<file path="src/design/nes_regs.svh">
/*
 * constants for the erase/suspend command sequencer that drives a parallel nor flash.
 * assumes 10 MHz core clock; included by bare name.
 */
`ifndef NES_REGS_SVH
`define NES_REGS_SVH
// ****************************************
// command codes and unlock addresses
// ****************************************
`define NES_CMD_UNLOCK1 8'hAA
`define NES_CMD_UNLOCK2 8'h55
`define NES_CMD_ERASE_SETUP 8'h80
`define NES_CMD_CHIP_ERASE 8'h10
`define NES_CMD_BLOCK_ERASE 8'h30
`define NES_CMD_SUSPEND 8'hB0
`define NES_CMD_RESUME 8'h30
`define NES_CMD_RESET 8'hF0
`define NES_CMD_BUF_PROG 8'h25
`define NES_ADDR_UNLOCK1 24'h000555
`define NES_ADDR_UNLOCK2 24'h0002AA
// ****************************************
// status bit positions
// ****************************************
`define NES_BIT_COMPLETION 7
`define NES_BIT_TOGGLE 6
`define NES_BIT_ERROR 5
`define NES_BIT_TIMER 3
// ****************************************
// timing
// ****************************************
`define NES_CLK_MHZ 10
`define NES_WE_LOW_NS 100
`define NES_WE_LOW_CYC (((`NES_WE_LOW_NS * `NES_CLK_MHZ) + 999) / 1000)
`endif

</file>
<file path="src/design/nes_pkg.sv">
/*
 * types for the nor erase/suspend command sequencer.
 * assumes nes_regs.svh supplies the numbers.
 */
package nes_pkg;
  typedef enum logic [2:0] {
    NES_OP_CHIP_ERASE = 3'h0,
    NES_OP_BLOCK_ERASE = 3'h1,
    NES_OP_ADD_BLOCK = 3'h2,
    NES_OP_SUSPEND = 3'h3,
    NES_OP_RESUME = 3'h4,
    NES_OP_RESET = 3'h5,
    NES_OP_BUF_PROG = 3'h6
  } nes_op_t;

  typedef struct packed {
    nes_op_t op;
    logic bypass;
    logic [23:0] addr;
  } nes_req_t;

  typedef struct packed {
    logic [23:0] addr;
    logic [7:0] data;
    logic we_n;
    logic ce_n;
    logic oe_n;
  } nes_bus_t;
endpackage

</file>
<file path="src/design/nes_host.sv">
/*
 * host-side sequencer: turns erase, suspend and resume requests into flash bus write cycles
 * and polls status by reads. assumes a clockless flash on the pins and one 10 MHz clock here.
 */
// Behaviour
// - resume code leaves program suspend
// - unprotect all blocks before raising voltage; code raises o_flash_hv_en with no unprotect step
// - high voltage only for accel ops; code holds it on at idle while a request is valid, so into a following op
// - chip erase: six writes 80/10
// - failed erase cleared by read/reset
// - bypass chip erase: two writes
// - block erase six writes, add blocks
// - bypass block erase: two writes
// - leave modes before erase resume
`timescale 1ns/1ps
`include "nes_regs.svh"
module nes_host (
  input wire logic i_core_clk,
  input wire logic i_sys_rst,
  input wire logic i_req_valid,
  input wire nes_pkg::nes_req_t i_req,
  output logic o_req_ready,
  input wire logic i_accel_allowed,
  input wire logic [7:0] i_flash_dq,
  output logic [7:0] o_flash_dq,
  output logic o_flash_dq_oe,
  output logic [23:0] o_flash_addr,
  output logic o_flash_we_n,
  output logic o_flash_ce_n,
  output logic o_flash_oe_n,
  output logic o_flash_hv_en,
  output logic o_busy,
  output logic o_erasing,
  output logic o_suspended,
  output logic o_timer_expired,
  output logic o_error,
  output logic o_done
);
  localparam logic [7:0] WE_CYC = 8'(`NES_WE_LOW_CYC);

  typedef enum logic [4:0] {
    ST_IDLE = 5'b00001,
    ST_WR_LOW = 5'b00010,
    ST_WR_HIGH = 5'b00100,
    ST_POLL = 5'b01000,
    ST_POLL_WAIT = 5'b10000
  } nes_state_t;

  nes_state_t state_r;
  logic [7:0] cyc_r;
  logic [2:0] idx_r;
  logic [2:0] nwr_r;
  nes_pkg::nes_req_t req_r;
  logic [7:0] sync1_r;
  logic [7:0] sync2_r;
  logic [7:0] last_r;
  logic [7:0] cur_r;
  logic first_r;
  logic err_pend_r;
  logic toggling;
  logic erasing_r;
  logic suspended_r;
  logic timer_r;
  logic error_r;
  logic done_r;
  logic hv_r;
  logic [23:0] wa;
  logic [7:0] wd;
  logic poll_after;
  logic accept;

  // ****************************************
  // write cycle table
  // ****************************************
  // address and code for a given step of a six-write sequence
  function automatic logic [31:0] nes_step(input logic [2:0] i, input logic [7:0] last,
                                          input logic [23:0] ba);
    case (i)
      3'h0: nes_step = {`NES_ADDR_UNLOCK1, `NES_CMD_UNLOCK1};
      3'h1: nes_step = {`NES_ADDR_UNLOCK2, `NES_CMD_UNLOCK2};
      3'h2: nes_step = {`NES_ADDR_UNLOCK1, `NES_CMD_ERASE_SETUP};
      3'h3: nes_step = {`NES_ADDR_UNLOCK1, `NES_CMD_UNLOCK1};
      3'h4: nes_step = {`NES_ADDR_UNLOCK2, `NES_CMD_UNLOCK2};
      default: nes_step = {ba, last};
    endcase
  endfunction

  always_comb begin
    logic [2:0] i;
    i = idx_r;
    wa = req_r.addr;
    wd = `NES_CMD_RESET;
    case (req_r.op)
      nes_pkg::NES_OP_CHIP_ERASE: begin
        if (req_r.bypass) begin
          i = (idx_r == 3'h0) ? 3'h2 : 3'h5;
        end
        {wa, wd} = nes_step(i, `NES_CMD_CHIP_ERASE, `NES_ADDR_UNLOCK1);
      end
      nes_pkg::NES_OP_BLOCK_ERASE: begin
        if (req_r.bypass) begin
          i = (idx_r == 3'h0) ? 3'h2 : 3'h5;
        end
        {wa, wd} = nes_step(i, `NES_CMD_BLOCK_ERASE, req_r.addr);
      end
      nes_pkg::NES_OP_ADD_BLOCK: wd = `NES_CMD_BLOCK_ERASE;
      nes_pkg::NES_OP_SUSPEND: wd = `NES_CMD_SUSPEND;
      // no id, query or bypass mode ever opened
      nes_pkg::NES_OP_RESUME: wd = `NES_CMD_RESUME;
      nes_pkg::NES_OP_BUF_PROG: wd = `NES_CMD_BUF_PROG;
      default: wd = `NES_CMD_RESET;
    endcase
  end

  // ****************************************
  // request acceptance
  // ****************************************
  always_comb begin
    o_req_ready = (state_r == ST_IDLE);
    case (i_req.op)
      // resume only when suspended and idle
      nes_pkg::NES_OP_RESUME: o_req_ready = o_req_ready && suspended_r;
      nes_pkg::NES_OP_ADD_BLOCK: o_req_ready = o_req_ready && erasing_r && !timer_r;
      nes_pkg::NES_OP_SUSPEND: o_req_ready = o_req_ready && erasing_r;
      nes_pkg::NES_OP_BUF_PROG: o_req_ready = o_req_ready && i_accel_allowed;
      default: o_req_ready = o_req_ready;
    endcase
  end
  assign accept = i_req_valid && o_req_ready;
  // block erase skips polling so further blocks can join the window
  assign poll_after = (req_r.op == nes_pkg::NES_OP_CHIP_ERASE) ||
                      (req_r.op == nes_pkg::NES_OP_BUF_PROG);
  assign toggling = (cur_r[`NES_BIT_TOGGLE] != last_r[`NES_BIT_TOGGLE]);

  // ****************************************
  // pin synchroniser
  // ****************************************
  always_ff @(posedge i_core_clk or posedge i_sys_rst) begin
    if (i_sys_rst) begin
      sync1_r <= 8'h00;
      sync2_r <= 8'h00;
    end else begin
      sync1_r <= i_flash_dq;
      sync2_r <= sync1_r;
    end
  end

  // ****************************************
  // sequencer
  // ****************************************
  always_ff @(posedge i_core_clk or posedge i_sys_rst) begin
    if (i_sys_rst) begin
      state_r <= ST_IDLE;
      cyc_r <= 8'h00;
      idx_r <= 3'h0;
      nwr_r <= 3'h0;
      req_r <= '0;
      last_r <= 8'h00;
      cur_r <= 8'h00;
      first_r <= 1'b0;
      err_pend_r <= 1'b0;
    end else begin
      case (state_r)
        ST_IDLE: begin
          if (accept) begin
            req_r <= i_req;
            idx_r <= 3'h0;
            cyc_r <= 8'h00;
            nwr_r <= ((i_req.op == nes_pkg::NES_OP_CHIP_ERASE ||
                       i_req.op == nes_pkg::NES_OP_BLOCK_ERASE) && !i_req.bypass) ? 3'h6 :
                     ((i_req.op == nes_pkg::NES_OP_CHIP_ERASE ||
                       i_req.op == nes_pkg::NES_OP_BLOCK_ERASE) ? 3'h2 : 3'h1);
            state_r <= ST_WR_LOW;
          end
        end
        ST_WR_LOW: begin
          cyc_r <= cyc_r + 8'h01;
          if (cyc_r == WE_CYC) begin
            cyc_r <= 8'h00;
            state_r <= ST_WR_HIGH;
          end
        end
        ST_WR_HIGH: begin
          cyc_r <= cyc_r + 8'h01;
          if (cyc_r == WE_CYC) begin
            cyc_r <= 8'h00;
            idx_r <= idx_r + 3'h1;
            if (idx_r + 3'h1 != nwr_r) begin
              state_r <= ST_WR_LOW;
            end else if (poll_after) begin
              // voltage held until accelerated program ends
              first_r <= 1'b1;
              err_pend_r <= 1'b0;
              state_r <= ST_POLL;
            end else begin
              state_r <= ST_IDLE;
            end
          end
        end
        ST_POLL: begin
          cyc_r <= cyc_r + 8'h01;
          if (cyc_r == WE_CYC + 8'h02) begin
            cyc_r <= 8'h00;
            last_r <= cur_r;
            cur_r <= sync2_r;
            state_r <= ST_POLL_WAIT;
          end
        end
        ST_POLL_WAIT: begin
          first_r <= 1'b0;
          // one read alone cannot show a toggle; compare two reads
          if (first_r) begin
            state_r <= ST_POLL;
          end else if (!toggling || (cur_r[`NES_BIT_ERROR] && err_pend_r)) begin
            state_r <= ST_IDLE;
          end else begin
            // error bit trusted only if still toggling on the next read
            if (cur_r[`NES_BIT_ERROR]) begin
              err_pend_r <= 1'b1;
            end
            state_r <= ST_POLL;
          end
        end
        default: state_r <= ST_IDLE;
      endcase
    end
  end

  // ****************************************
  // erase status tracking
  // ****************************************
  always_ff @(posedge i_core_clk or posedge i_sys_rst) begin
    if (i_sys_rst) begin
      erasing_r <= 1'b0;
      suspended_r <= 1'b0;
      timer_r <= 1'b0;
      error_r <= 1'b0;
      done_r <= 1'b0;
    end else begin
      done_r <= 1'b0;
      if (state_r == ST_POLL_WAIT && !first_r && toggling && cur_r[`NES_BIT_ERROR] &&
          err_pend_r) begin
        error_r <= 1'b1;
      end
      if (state_r == ST_POLL_WAIT && !first_r && !toggling) begin
        erasing_r <= 1'b0;
        done_r <= 1'b1;
      end
      if (erasing_r && state_r == ST_IDLE && sync2_r[`NES_BIT_TIMER]) begin
        timer_r <= 1'b1;
      end
      if (accept) begin
        case (i_req.op)
          nes_pkg::NES_OP_BLOCK_ERASE: begin
            erasing_r <= 1'b1;
            timer_r <= 1'b0;
          end
          nes_pkg::NES_OP_SUSPEND: begin
            suspended_r <= 1'b1;
            timer_r <= 1'b1;
          end
          nes_pkg::NES_OP_RESUME: suspended_r <= 1'b0;
          nes_pkg::NES_OP_RESET: begin
            error_r <= 1'b0;
            // reset in window aborts block erase
            if (!suspended_r && !timer_r) begin
              erasing_r <= 1'b0;
            end
          end
          default: erasing_r <= erasing_r;
        endcase
      end
    end
  end

  // ****************************************
  // high voltage and pins
  // ****************************************
  always_ff @(posedge i_core_clk or posedge i_sys_rst) begin
    if (i_sys_rst) begin
      hv_r <= 1'b0;
    end else if (accept && i_req.op == nes_pkg::NES_OP_BUF_PROG) begin
      hv_r <= 1'b1;
    end else if (state_r == ST_IDLE && !i_req_valid) begin
      hv_r <= 1'b0;
    end
  end

  always_comb begin
    o_flash_addr = wa;
    o_flash_dq = wd;
    o_flash_dq_oe = (state_r == ST_WR_LOW) || (state_r == ST_WR_HIGH);
    o_flash_we_n = (state_r != ST_WR_LOW);
    o_flash_oe_n = (state_r != ST_POLL);
    o_flash_ce_n = (state_r == ST_IDLE) || (state_r == ST_POLL_WAIT);
  end

  assign o_flash_hv_en = hv_r;
  assign o_busy = (state_r != ST_IDLE);
  assign o_erasing = erasing_r;
  assign o_suspended = suspended_r;
  assign o_timer_expired = timer_r;
  assign o_error = error_r;
  assign o_done = done_r;
endmodule // nes_host

</file>
<file path="config.mk">
export PLATFORM = sky130hd
export DESIGN_NAME = nes_host
export DESIGN_NICKNAME = d
export VERILOG_FILES = /design/src/design/nes_pkg.sv /design/src/design/nes_host.sv
export VERILOG_INCLUDE_DIRS = /design/src /design/src/design
export SDC_FILE = /design/constraint.sdc
export NUM_CORES = 1
export LEC_CHECK = 0
export ABC_AREA = 1
export BUFFER_PORTS_ARGS = -buffer_cell sky130_fd_sc_hd__buf_2
export CORE_ASPECT_RATIO = 0.5
export CORE_MARGIN = 2
export CORE_UTILIZATION = 43
export CTS_CLUSTER_SIZE = 30
export DETAILED_ROUTE_END_ITERATION = 7
export GPL_TIMING_DRIVEN = 0
export PLACE_DENSITY = 0.77
export SYNTH_ARGS = -nofsm -noshare
export SYNTH_HDL_FRONTEND = slang
export SYNTH_SLANG_ARGS = --single-unit
</file>
<file path="constraint.sdc">
create_clock -name i_core_clk -period 5.35 [get_ports i_core_clk]
set_input_delay 1.07 -clock i_core_clk [delete_from_list [all_inputs] [get_ports i_core_clk]]
set_output_delay 1.07 -clock i_core_clk [all_outputs]
set_load 0.005 [all_outputs]
</file>
==> results of run 1 <==
[critical path, delay by kind of cell, from the launching register on]
kind	cells	cell delay, ns
and+or+nand+nor	2	0.18
AOI/OAI and AO/OA	2	0.42
adders and majority gates	1	0.17
buffers and inverters	5	0.76
DFF	1	0.43
[registers in the layout, summed over array words and instances, names as in the netlist, 2 cells and up]
signal	cells
req_r	28
sync2_r	3
idx_r	3
cur_r	2
nwr_r	3
cyc_r	8
state_r	5
sync1_r	3
[worst min path at each step]
stage	cells past startpoint	from	end	slack (ns)
6_report	0	sync1_r[5]	sync2_r[5]	0.34
5_1_grt	0	sync1_r[3]	sync2_r[3]	0.35
4_1_cts	0	sync1_r[5]	sync2_r[5]	0.34
3_5_place_dp	0	sync1_r[6]	sync2_r[6]	0.34
3_3_place_gp	0	sync1_r[6]	sync2_r[6]	0.33
2_1_floorplan	0	sync1_r[3]	sync2_r[3]	0.33
[per-stage QoR]
step / setup slack (ns) / instances / hold slack [ns] / area [um^2]
final: 1.97 / 627 / 0.337 / 4120
after global routing: 1.67 / 627 / 0.351 / 4120
after CTS: 1.98 / 627 / 0.344 / 4120
after detailed placement: 2.33 / 611 / 0.336 / 3850
after global placement: 1.85 / 610 / 0.333 / 3830
after floorplan: 2.61 / 437 / 0.331 / 3330
[routing by layer]
metal  routed length (um)  global-route usage  share of wire
met1                 3720               0.257           0.49
met2                 3470               0.303           0.46
met3                  319              0.0655          0.042
met4                   92              0.0577          0.012
met5                    0                   0              0
[Yosys cell counts]
master	n	area (um^2)
nand2_4	1	11.3
nand4_1	6	37.5
xor2_1	4	35.0
clkbuf_1	1	3.75
nor4_1	1	6.26
o22ai_1	5	31.3
nand4_2	2	25.0
a21oi_1	8	40.0
o21ai_1	3	15.0
o21bai_1	1	7.51
ha_1	4	50.1
o21ai_0	43	215
o2111ai_1	1	8.76
o31ai_2	1	12.5
buf_4	4	30.0
or2_2	1	6.26
dfstp_2	1	26.3
nor2_1	37	139
nor2_4	1	11.3
nor2_2	4	25.0
buf_2	4	20.0
nor3_1	7	35.0
mux2_2	1	11.3
inv_1	53	199
inv_4	1	6.26
clkinv_1	2	7.51
dfrtp_1	63	1580
o21a_1	2	15.0
xnor2_1	2	17.5
inv_2	1	3.75
o31ai_1	1	7.51
nand2_1	143	537
buf_6	2	22.5
nand3_1	26	130
[layout make-up]
class,instances,area (um^2)
fillers,681,3280
plain buffers,11,76.3
flip-flops and latches,64,1600
well taps,96,120
repair buffers,78,405
clock buffers,16,272
multi-input cells,305,1430
inverters,57,216
[layout by cell type (no fill, tap or decap)]
| cell | instances |
|---|---|
| nor2_2 | 4 |
| clkbuf_8 | 2 |
| clkbuf_16 | 9 |
| buf_4 | 4 |
| dfrtp_1 | 63 |
| o31ai_2 | 1 |
| clkbuf_1 | 6 |
| nand3_1 | 26 |
| nor3_1 | 7 |
| o2111ai_1 | 1 |
| o21a_1 | 2 |
| buf_12 | 1 |
| buf_2 | 81 |
| nand2_1 | 143 |
| or2_2 | 1 |
| nand2_4 | 1 |
| a21oi_1 | 8 |
| ha_1 | 4 |
| inv_4 | 1 |
| o21bai_1 | 1 |
| o31ai_1 | 1 |
| o21ai_0 | 43 |
| nor2_1 | 37 |
| inv_1 | 52 |
| nor2_4 | 1 |
| buf_6 | 2 |
| o22ai_1 | 5 |
| o21ai_1 | 3 |
| mux2_2 | 1 |
| dfstp_2 | 1 |
| nor4_1 | 1 |
| xnor2_1 | 2 |
| inv_2 | 2 |
| clkinv_1 | 2 |
| xor2_1 | 4 |
| nand4_1 | 6 |
| nand4_2 | 2 |
[power groups by stage]
stage	Clock [mW]	Sequential [mW]	Combinational, mW
6_report	0.534	0.774	1.16
5_1_grt	0.572	0.797	1.33
4_1_cts	0.548	0.772	1.17
3_5_place_dp	0	0.778	1.16
3_3_place_gp	0	0.774	1.14
2_1_floorplan	0	0.755	0.756
[kinds of logic after synthesis]
logic type | count (synthesis) | share of synthesized area
compound gates | 65 | 0.106
xor+xnor | 6 | 0.0158
simple gates | 229 | 0.290
mux | 1 | 0.00339
buf+inv | 68 | 0.0880
flops | 64 | 0.482
fa+ha+maj | 4 | 0.0150
==> metrics.txt, run 1 <==
# TYPE chip_impl_metric gauge
chip_impl_info{name="result_of_the_run",value="finished clean"} 1
chip_impl_metric{name="ys_warn_count",unit=""} 0
chip_impl_metric{name="power.sequential.fraction",unit=""} 0.314
chip_impl_metric{name="pwr-share-clk",unit=""} 0.217
chip_impl_metric{name="power-per-cell-area",unit="nW/um^2"} 598
chip_impl_metric{name="combPwrFrac",unit=""} 0.469
chip_impl_metric{name="floorplan.initialDensity",unit=""} 0.449
chip_impl_metric{name="routed_wire_length_per_instance",unit="um"} 12.1
chip_impl_metric{name="yosysUniqueCellTypes",unit=""} 34
chip_impl_metric{name="globalRouteOverflowTotal",unit=""} 0
chip_impl_metric{name="hold_violations",unit=""} 0
chip_impl_metric{name="h-tree-depth",unit=""} 3
chip_impl_metric{name="sw_frac_of_total",unit=""} 0.413
chip_impl_metric{name="synth_seq_area_share",unit=""} 0.482
chip_impl_metric{name="ys_ff_latch",unit=""} 64
chip_impl_metric{name="port_buffers",unit=""} 77
chip_impl_metric{name="tightest_slew",unit="ns"} 0.583
chip_impl_metric{name="drt-initial-drc-count",unit=""} 189
chip_impl_metric{name="peakVddDrop",unit="mV"} 0.231
chip_impl_metric{name="required",unit="ns"} 4.28
chip_impl_info{name="grt_setup_unrepaired",value="no"} 1
chip_impl_metric{name="core_region_area",unit="um^2"} 7400
chip_impl_metric{name="cts_setup_buffers",unit=""} 0
chip_impl_info{name="worstSetupEndpointType",value="output pin"} 1
chip_impl_metric{name="vias",unit=""} 3030
chip_impl_metric{name="chipWidth",unit="um"} 128
chip_impl_metric{name="data_arrival_time_of_the_critical_path",unit="ns"} 2.31
chip_impl_info{name="slowest_stage",value="dfrtp_1"} 1
chip_impl_metric{name="min_period_over_period",unit=""} 0.632
chip_impl_metric{name="path_max_fanout",unit=""} 10
chip_impl_metric{name="clkSinkCount",unit=""} 64
chip_impl_metric{name="area_growth_syn_to_layout",unit="%"} 24.0
chip_impl_metric{name="final_util",unit=""} 0.557
chip_impl_metric{name="p_int",unit="mW"} 1.45
chip_impl_metric{name="post_cts_resize_count",unit=""} 0
chip_impl_metric{name="die_height",unit="um"} 66.2
chip_impl_metric{name="finalSetupViolations",unit=""} 0
chip_impl_metric{name="drive_gt1_frac",unit=""} 0.215
chip_impl_metric{name="timing.critical_path.slowest_cell_delay",unit="ns"} 0.43
chip_impl_metric{name="final.setup_skew",unit="ns"} 0.00845
chip_impl_info{name="worst_setup_path_startpoint",value="idx_r[0]"} 1
chip_impl_metric{name="final_net_count",unit=""} 570
chip_impl_metric{name="dpl.hpwl",unit="um"} 5520
chip_impl_metric{name="post_cts_hold_buffer_count",unit=""} 0
chip_impl_metric{name="slew_violations",unit=""} 0
chip_impl_metric{name="cts-buffers-inserted",unit=""} 9
chip_impl_metric{name="power_leakage",unit="nW"} 2.23
chip_impl_metric{name="drc",unit=""} 0
chip_impl_metric{name="maxCapViolations",unit=""} 0
chip_impl_metric{name="reg2reg_setup_slack",unit="ns"} 3.48
chip_impl_metric{name="grt_first_pass_wirelength",unit="um"} 12600
chip_impl_info{name="worstHoldPathType",value="flip-flop to flip-flop"} 1
chip_impl_metric{name="clkLatencyLatePin",unit="ns"} 0.33
chip_impl_metric{name="p_total",unit="mW"} 2.47
chip_impl_metric{name="postSynthNetCount",unit=""} 481
chip_impl_metric{name="globalplace.congestion",unit=""} 0.853
chip_impl_info{name="critical-path-top-cell-by-count",value="inv_1"} 1
chip_impl_metric{name="antenna_found_initial",unit=""} 0
chip_impl_metric{name="p_switching",unit="mW"} 1.02
chip_impl_metric{name="number_of_global_route_vias_before_repair",unit=""} 2781
chip_impl_metric{name="final.setup.tns",unit="ns"} 0
chip_impl_info{name="timing.critical_path.cells",value="inv_1 > ha_1 > inv_1 > a21oi_1 > inv_1 > nand2_1 > clkbuf_1 > nor3_1 > o21ai_0 > buf_2"} 1
chip_impl_info{name="cts_tree",value="done"} 1
chip_impl_info{name="cp-start-kind",value="flip-flop"} 1
chip_impl_metric{name="slew_headroom",unit=""} 0.610
chip_impl_metric{name="grt_start_max_net_pins",unit=""} 39
chip_impl_metric{name="vias_per_cell",unit=""} 4.83
chip_impl_metric{name="r2r_cells",unit=""} 9
chip_impl_metric{name="cts-root-to-sink-buffers",unit=""} 2
chip_impl_info{name="rr_endpoint",value="err_pend_r"} 1
chip_impl_info{name="crit-reg2reg-launch",value="idx_r[0]"} 1
chip_impl_metric{name="num_antenna_cells",unit=""} 0
chip_impl_metric{name="io_pins",unit=""} 84
chip_impl_metric{name="core.rowCount",unit=""} 22
chip_impl_metric{name="drtPass1Iterations",unit=""} 5
chip_impl_metric{name="track_usage",unit=""} 0.194
chip_impl_metric{name="fp.dieArea",unit="um^2"} 8500
chip_impl_metric{name="antenna_left",unit=""} 0
chip_impl_info{name="setup.worst_path.end",value="o_flash_addr[10]"} 1
chip_impl_info{name="ctsRootBufferMaster",value="clkbuf_16"} 1
chip_impl_info{name="worstSetupPathType",value="flip-flop to output pin"} 1
chip_impl_metric{name="route.final.wire_length",unit="um"} 7600
chip_impl_metric{name="synthCells",unit=""} 437
chip_impl_metric{name="finalCriticalPeriod",unit="ns"} 3.38
chip_impl_metric{name="syn_area_per_cell",unit="um^2"} 7.61
chip_impl_metric{name="max_freq",unit="MHz"} 296
chip_impl_metric{name="synth_area",unit="um^2"} 3330
chip_impl_metric{name="clk_pin_slew_worst_paths",unit="ns"} 0.05
(Power assumes the default switching activity.)
==> run 2: changes to the inputs <==
--- a/config.mk
+++ b/config.mk
@@ -14,7 +14,7 @@
 export CTS_CLUSTER_SIZE = 30
 export DETAILED_ROUTE_END_ITERATION = 7
 export GPL_TIMING_DRIVEN = 0
-export PLACE_DENSITY = 0.77
+export PLACE_DENSITY = 0.79
 export SYNTH_ARGS = -nofsm -noshare
 export SYNTH_HDL_FRONTEND = slang
 export SYNTH_SLANG_ARGS = --single-unit
==> constraint.sdc (replaced) <==
create_clock -name i_core_clk -period 3 [get_ports i_core_clk]
set_input_delay 0.6 -clock i_core_clk [delete_from_list [all_inputs] [get_ports i_core_clk]]
set_output_delay 0.6 -clock i_core_clk [all_outputs]
set_load 0.005 [all_outputs]
==> run 2 against run 1 <==
  * Power is 78% higher
  * Worst setup slack worse by 1.8 ns
  * Clock power is 72% higher
  * Final area hardly changed
  * Combinational power is 80% higher
  * Register-to-register slack worse by 2.4 ns
  * Highest routed layer unchanged
==> metrics.txt, run 2 (synthesis gave the netlist of run 1 again) <==
# TYPE chip_impl_metric gauge
chip_impl_info{name="result_of_the_run",value="finished clean"} 1
chip_impl_info{name="grt_setup_unrepaired",value="yes"} 1
chip_impl_metric{name="stdcell_area",unit="um^2"} 4120
chip_impl_metric{name="grt_start_max_net_pins",unit=""} 38
chip_impl_info{name="worstSetupEndpointType",value="output pin"} 1
chip_impl_metric{name="dpl_cell_area",unit="um^2"} 3850
chip_impl_metric{name="slew_violations",unit=""} 0
chip_impl_info{name="worstHoldPathType",value="input port to asynchronous set/reset pin"} 1
chip_impl_metric{name="vias_per_cell",unit=""} 4.96
chip_impl_metric{name="maxCapViolations",unit=""} 0
chip_impl_metric{name="max_freq",unit="MHz"} 352
chip_impl_metric{name="floorplan.initialDensity",unit=""} 0.449
chip_impl_metric{name="min_period_over_period",unit=""} 0.948
chip_impl_metric{name="slew_headroom",unit=""} 0.605
chip_impl_metric{name="hold_violations",unit=""} 0
chip_impl_info{name="final_cell_mix",value="142 x nand2_1, 80 x buf_2, 63 x dfrtp_1"} 1
chip_impl_metric{name="required",unit="ns"} 2.40
chip_impl_metric{name="clkLatencyLatePin",unit="ns"} 0.33
chip_impl_info{name="cp-start-kind",value="flip-flop"} 1
chip_impl_info{name="critical-path-top-cell-by-count",value="inv_1"} 1
chip_impl_metric{name="final.setup.tns",unit="ns"} 0
chip_impl_metric{name="area_growth_syn_to_layout",unit="%"} 24.0
chip_impl_metric{name="post_cts_hold_buffer_count",unit=""} 0
chip_impl_info{name="worstSetupPathType",value="flip-flop to output pin"} 1
chip_impl_metric{name="clk_pin_slew_worst_paths",unit="ns"} 0.05
chip_impl_metric{name="power-per-cell-area",unit="nW/um^2"} 1070
chip_impl_metric{name="final_net_count",unit=""} 570
chip_impl_metric{name="routed_wire_length_per_instance",unit="um"} 12.3
chip_impl_metric{name="antenna_found_initial",unit=""} 0
chip_impl_metric{name="drc",unit=""} 0
chip_impl_metric{name="num_antenna_cells",unit=""} 0
chip_impl_metric{name="path_max_fanout",unit=""} 10
chip_impl_info{name="max_flop_register",value="req_r"} 1
chip_impl_metric{name="vias",unit=""} 3111
chip_impl_metric{name="core.rowCount",unit=""} 22
chip_impl_metric{name="number_of_global_route_vias_before_repair",unit=""} 2925
chip_impl_metric{name="port_buffers",unit=""} 77
chip_impl_metric{name="antenna_left",unit=""} 0
chip_impl_metric{name="dpl.hpwl",unit="um"} 5680
chip_impl_metric{name="drt-initial-drc-count",unit=""} 310
chip_impl_info{name="ctsRootBufferMaster",value="clkbuf_16"} 1
chip_impl_metric{name="cts-root-to-sink-buffers",unit=""} 2
chip_impl_metric{name="power_leakage",unit="nW"} 2.23
chip_impl_metric{name="clkSinkCount",unit=""} 64
chip_impl_metric{name="cts-buffers-inserted",unit=""} 9
chip_impl_info{name="slowest_stage",value="dfrtp_1"} 1
chip_impl_info{name="cts_tree",value="done"} 1
chip_impl_info{name="timing.critical_path.cells",value="inv_1 > ha_1 > inv_1 > a21oi_1 > inv_1 > nand2_1 > clkbuf_2 > nor3_1 > o21ai_0 > buf_2"} 1
chip_impl_metric{name="chipWidth",unit="um"} 128
chip_impl_metric{name="data_arrival_time_of_the_critical_path",unit="ns"} 2.24
chip_impl_metric{name="fp.dieArea",unit="um^2"} 8500
chip_impl_metric{name="tightest_slew",unit="ns"} 0.592
chip_impl_metric{name="grt_first_pass_wirelength",unit="um"} 12900
chip_impl_info{name="layout.cells.most_common",value="nand2_1"} 1
chip_impl_metric{name="timing.critical_path.slowest_cell_delay",unit="ns"} 0.44
chip_impl_metric{name="h-tree-depth",unit=""} 3
chip_impl_metric{name="finalCriticalPeriod",unit="ns"} 2.84
chip_impl_metric{name="finalSetupViolations",unit=""} 0
chip_impl_metric{name="drtPass1Iterations",unit=""} 4
chip_impl_metric{name="p_total",unit="mW"} 4.40
chip_impl_info{name="layout_top_registers",value="req_r (28), cyc_r (8), state_r (5)"} 1
chip_impl_metric{name="core_region_area",unit="um^2"} 7400
chip_impl_metric{name="post_cts_resize_count",unit=""} 0
chip_impl_metric{name="final.setup_skew",unit="ns"} 0.00511
chip_impl_metric{name="final_util",unit=""} 0.557
chip_impl_metric{name="io_pins",unit=""} 84
chip_impl_metric{name="cts_setup_buffers",unit=""} 0
chip_impl_metric{name="peakVddDrop",unit="mV"} 0.429
chip_impl_metric{name="drive_gt1_frac",unit=""} 0.220
chip_impl_metric{name="largest_register_ff_count",unit=""} 28
chip_impl_metric{name="hold-worst-slack",unit="ns"} 0.336
chip_impl_metric{name="globalRouteOverflowTotal",unit=""} 0
chip_impl_metric{name="die_height",unit="um"} 66.2
chip_impl_metric{name="route.final.wire_length",unit="um"} 7690
chip_impl_metric{name="globalplace.congestion",unit=""} 0.855
chip_impl_metric{name="track_usage",unit=""} 0.199
run 2: where the power goes:
group          internal, mW  switching [mW]  leakage [nW]  total (mW)
logic                 0.812            1.28          1.29        2.09
clock network         0.580           0.337         0.128       0.917
registers              1.18           0.207         0.809        1.39
total                  2.57            1.83          2.23        4.40
run 2: path summary, 6_finish.rpt:
kind / start / to / slack, ns / depth (start not counted)
worst max-delay path: idx_r[0] / o_flash_addr[10] / 0.16 / 10
worst min-delay path: i_sys_rst / state_r[4] / 0.34 / 2
worst max register to register: idx_r[0] / first_r / 1.07 / 8
worst min register to register: sync1_r[3] / sync2_r[3] / 0.35 / 0
max in group asynchronous: i_sys_rst / req_r[4] / 2.06 / 3
min in group i_core_clk: sync1_r[3] / sync2_r[3] / 0.35 / 0
run 2: metal layers:
layer	part of all wire	vias up	global-route usage
met5	0	-	0
li1	-	1569	-
met1	0.46	1472	0.247
met3	0.051	9	0.0761
met4	0.012	0	0.0659
met2	0.48	61	0.321
run 2: worst max-delay path, delay by kind of cell, from the launching register on:
family | cells | cell delay, ns
AO/OA/AOI/OAI | 2 | 0.46
adder cells (fa/ha/maj) | 1 | 0.18
buffers and inverters | 5 | 0.66
flip-flops | 1 | 0.44
AND/OR/NAND/NOR | 2 | 0.17
run 2: through the flow:
stage | instances | setup slack, ns
6_report | 627 | 0.156
5_1_grt | 627 | -0.0173
4_1_cts | 627 | 0.0737
3_5_place_dp | 611 | 0.436
3_3_place_gp | 610 | -0.0201
2_1_floorplan | 437 | 0.794
run 2: layout make-up:
| type | count | area [um^2] |
|---|---|---|
| clock inverters | 1 | 5.00 |
| repair buffers | 78 | 405 |
| fillers | 685 | 3280 |
| plain buffers | 11 | 80.1 |
| multi-input cells | 305 | 1440 |
| flip-flops and latches | 64 | 1600 |
| well taps | 96 | 120 |
| clock buffers | 15 | 258 |
| inverters | 57 | 216 |
==> run 3: changes to the inputs <==
--- a/config.mk
+++ b/config.mk
@@ -14,7 +14,7 @@
 export CTS_CLUSTER_SIZE = 30
 export DETAILED_ROUTE_END_ITERATION = 7
 export GPL_TIMING_DRIVEN = 0
-export PLACE_DENSITY = 0.79
+export PLACE_DENSITY = 0.73
 export SYNTH_ARGS = -nofsm -noshare
 export SYNTH_HDL_FRONTEND = slang
 export SYNTH_SLANG_ARGS = --single-unit
==> run 3 against run 2 <==
  * Wire length is 2.7% lower
  * Core utilization is 0.66 points higher
  * Cell count stayed put
  * Flip-flop and latch count stayed put
  * Final area is 1.2% higher
  * Worst setup slack better by 0.034 ns
  * Via count is 3.2% lower
  * Worst hold slack better by 0.0097 ns
  * Critical path depth is 1 higher
  * Critical path type unchanged
  * Largest power group unchanged
==> metrics.txt, run 3 (synthesis gave the netlist of run 1 again) <==
# TYPE chip_impl_metric gauge
chip_impl_info{name="cts_tree",value="done"} 1
chip_impl_metric{name="final_net_count",unit=""} 571
chip_impl_metric{name="hold_violations",unit=""} 0
chip_impl_metric{name="vias",unit=""} 3010
chip_impl_metric{name="port_buffers",unit=""} 77
chip_impl_metric{name="peakVddDrop",unit="mV"} 0.386
chip_impl_metric{name="h-tree-depth",unit=""} 3
chip_impl_info{name="worstHoldPathType",value="flip-flop to flip-flop"} 1
chip_impl_metric{name="path_max_fanout",unit=""} 5
chip_impl_metric{name="hold-worst-slack",unit="ns"} 0.346
chip_impl_info{name="result_of_the_run",value="finished clean"} 1
chip_impl_info{name="max_flop_register",value="req_r"} 1
chip_impl_metric{name="io_pins",unit=""} 84
chip_impl_metric{name="tightest_slew",unit="ns"} 0.786
chip_impl_metric{name="antenna_found_initial",unit=""} 0
chip_impl_metric{name="clkSinkCount",unit=""} 64
chip_impl_metric{name="drive_gt1_frac",unit=""} 0.230
chip_impl_metric{name="track_usage",unit=""} 0.193
chip_impl_metric{name="drc",unit=""} 0
chip_impl_metric{name="final.setup.tns",unit="ns"} 0
chip_impl_metric{name="max_freq",unit="MHz"} 356
chip_impl_info{name="grt.busiest_layer",value="met2"} 1
chip_impl_metric{name="cts-root-to-sink-buffers",unit=""} 2
chip_impl_metric{name="vias_per_cell",unit=""} 4.80
chip_impl_metric{name="global_route.usage.met2",unit=""} 0.295
chip_impl_metric{name="globalRouteOverflowTotal",unit=""} 0
chip_impl_metric{name="fp.dieArea",unit="um^2"} 8500
chip_impl_metric{name="slew_violations",unit=""} 0
chip_impl_metric{name="area_growth_syn_to_layout",unit="%"} 25.5
chip_impl_metric{name="globalplace.congestion",unit=""} 0.842
chip_impl_metric{name="cts-buffers-inserted",unit=""} 9
chip_impl_metric{name="largest_register_ff_count",unit=""} 28
chip_impl_info{name="ctsRootBufferMaster",value="clkbuf_16"} 1
chip_impl_metric{name="globalRouteMet3Util",unit=""} 0.0550
chip_impl_metric{name="clk_pin_slew_worst_paths",unit="ns"} 0.05
chip_impl_metric{name="post_cts_hold_buffer_count",unit=""} 0
chip_impl_info{name="final_cell_mix",value="142 x nand2_1, 80 x buf_2, 62 x dfrtp_1"} 1
chip_impl_metric{name="groute.layer.met1.usage",unit=""} 0.264
chip_impl_metric{name="core.rowCount",unit=""} 22
chip_impl_metric{name="power-per-cell-area",unit="nW/um^2"} 1080
chip_impl_metric{name="slew_headroom",unit=""} 0.475
chip_impl_info{name="layout_top_registers",value="req_r (28), cyc_r (8), state_r (5)"} 1
chip_impl_metric{name="finalCriticalPeriod",unit="ns"} 2.81
chip_impl_metric{name="data_arrival_time_of_the_critical_path",unit="ns"} 2.21
chip_impl_metric{name="drtPass1Iterations",unit=""} 4
chip_impl_metric{name="dpl.hpwl",unit="um"} 5490
chip_impl_metric{name="floorplan.initialDensity",unit=""} 0.449
chip_impl_metric{name="chipWidth",unit="um"} 128
chip_impl_metric{name="final.fill_count",unit=""} 684
chip_impl_metric{name="core_region_area",unit="um^2"} 7400
chip_impl_metric{name="antenna_left",unit=""} 0
chip_impl_metric{name="die_height",unit="um"} 66.2
chip_impl_metric{name="grt_first_pass_wirelength",unit="um"} 12600
chip_impl_metric{name="fin_ws",unit="ns"} 0.191
chip_impl_info{name="worstSetupPathType",value="flip-flop to output pin"} 1
chip_impl_metric{name="route.final.wire_length",unit="um"} 7480
chip_impl_metric{name="power_leakage",unit="nW"} 2.26
chip_impl_metric{name="routed_wire_length_per_instance",unit="um"} 11.9
chip_impl_metric{name="num_antenna_cells",unit=""} 0
chip_impl_metric{name="post-place-ws",unit="ns"} 0.489
chip_impl_metric{name="number_of_global_route_vias_before_repair",unit=""} 2702
chip_impl_metric{name="final.setup_skew",unit="ns"} 0.00221
chip_impl_metric{name="finalSetupViolations",unit=""} 0
chip_impl_metric{name="drt-initial-drc-count",unit=""} 258
chip_impl_metric{name="maxCapViolations",unit=""} 0
chip_impl_info{name="worstSetupEndpointType",value="output pin"} 1
chip_impl_metric{name="required",unit="ns"} 2.40
chip_impl_info{name="layout.cells.most_common",value="nand2_1"} 1
chip_impl_metric{name="grt_start_max_net_pins",unit=""} 39
chip_impl_info{name="grt_setup_unrepaired",value="no"} 1
chip_impl_info{name="cp-start-kind",value="flip-flop"} 1
chip_impl_metric{name="min_period_over_period",unit=""} 0.936
chip_impl_metric{name="clkLatencyLatePin",unit="ns"} 0.33
chip_impl_metric{name="p_total",unit="mW"} 4.52
run 3: cell types whose count changed in the layout (fill, tap and decap cells not counted), sizes merged:
cell,before,now
clkinv,3,4
buf,87,88
bufinv,0,1
clkbuf,17,14
run 3: metal layers:
| layer | wire [um] | part of all wire | vias up |
|---|---|---|---|
| li1 | - | - | 1569 |
| met1 | 3680 | 0.49 | 1368 |
| met2 | 3320 | 0.44 | 64 |
| met3 | 392 | 0.052 | 9 |
| met4 | 93 | 0.012 | 0 |
| met5 | 0 | 0 | - |
run 3: final timing paths:
path,startpoint,to,slack (ns),cells past startpoint
min,sync1_r[6],sync2_r[6],0.35,0
max reg2reg,idx_r[0],err_pend_r,1.18,9
min in group asynchronous,i_sys_rst,cyc_r[7],0.42,2
max,idx_r[0],o_flash_addr[7],0.19,11
min reg2reg,sync1_r[6],sync2_r[6],0.35,0
max in group asynchronous,i_sys_rst,idx_r[0],1.96,3
run 3: what timing repair did:
item / in CTS / in global routing
setup buffers: 0 / 1
gates resized for setup: 0 / 6
endpoints found under the setup margin: 0 / 24
run 3: worst max-delay path, cell delays in order, from the launching register on:
cell	delay [ns]
dfrtp_2	0.41
inv_1	0.09
ha_1	0.21
nand3_1	0.11
o21ai_0	0.12
o21ai_1	0.19
buf_4	0.15
inv_1	0.03
nor2_1	0.24
o21ai_0	0.15
nand3_1	0.09
buf_2	0.11
run 3: metrics by stage:
step | utilization | cells | area (um^2)
CTS | 0.562 | 626 | 4160
finish | 0.564 | 627 | 4170
global route | 0.564 | 627 | 4170
global placement | 0.517 | 610 | 3830
floorplan | - | 437 | 3330
detailed placement | 0.520 | 611 | 3850
run 3: final cells by class:
| type | instances | area, um^2 | area share |
|---|---|---|---|
| clock inverters | 3 | 40.0 | 0.00960 |
| multi-input cells | 305 | 1430 | 0.343 |
| plain buffers | 11 | 80.1 | 0.0192 |
| well taps | 96 | 120 | 0.0288 |
| inverters | 57 | 216 | 0.0519 |
| clock buffers | 12 | 267 | 0.0639 |
| repair buffers | 79 | 413 | 0.0990 |
| flip-flops and latches | 64 | 1600 | 0.384 |
run 3: power breakdown:
group | leakage, nW | total, mW | internal, mW | switching [mW]
Clock | 0.154 | 1.05 | 0.702 | 0.351
Sequential | 0.807 | 1.38 | 1.18 | 0.200
Combinational | 1.30 | 2.09 | 0.822 | 1.26
Total | 2.26 | 4.52 | 2.70 | 1.81
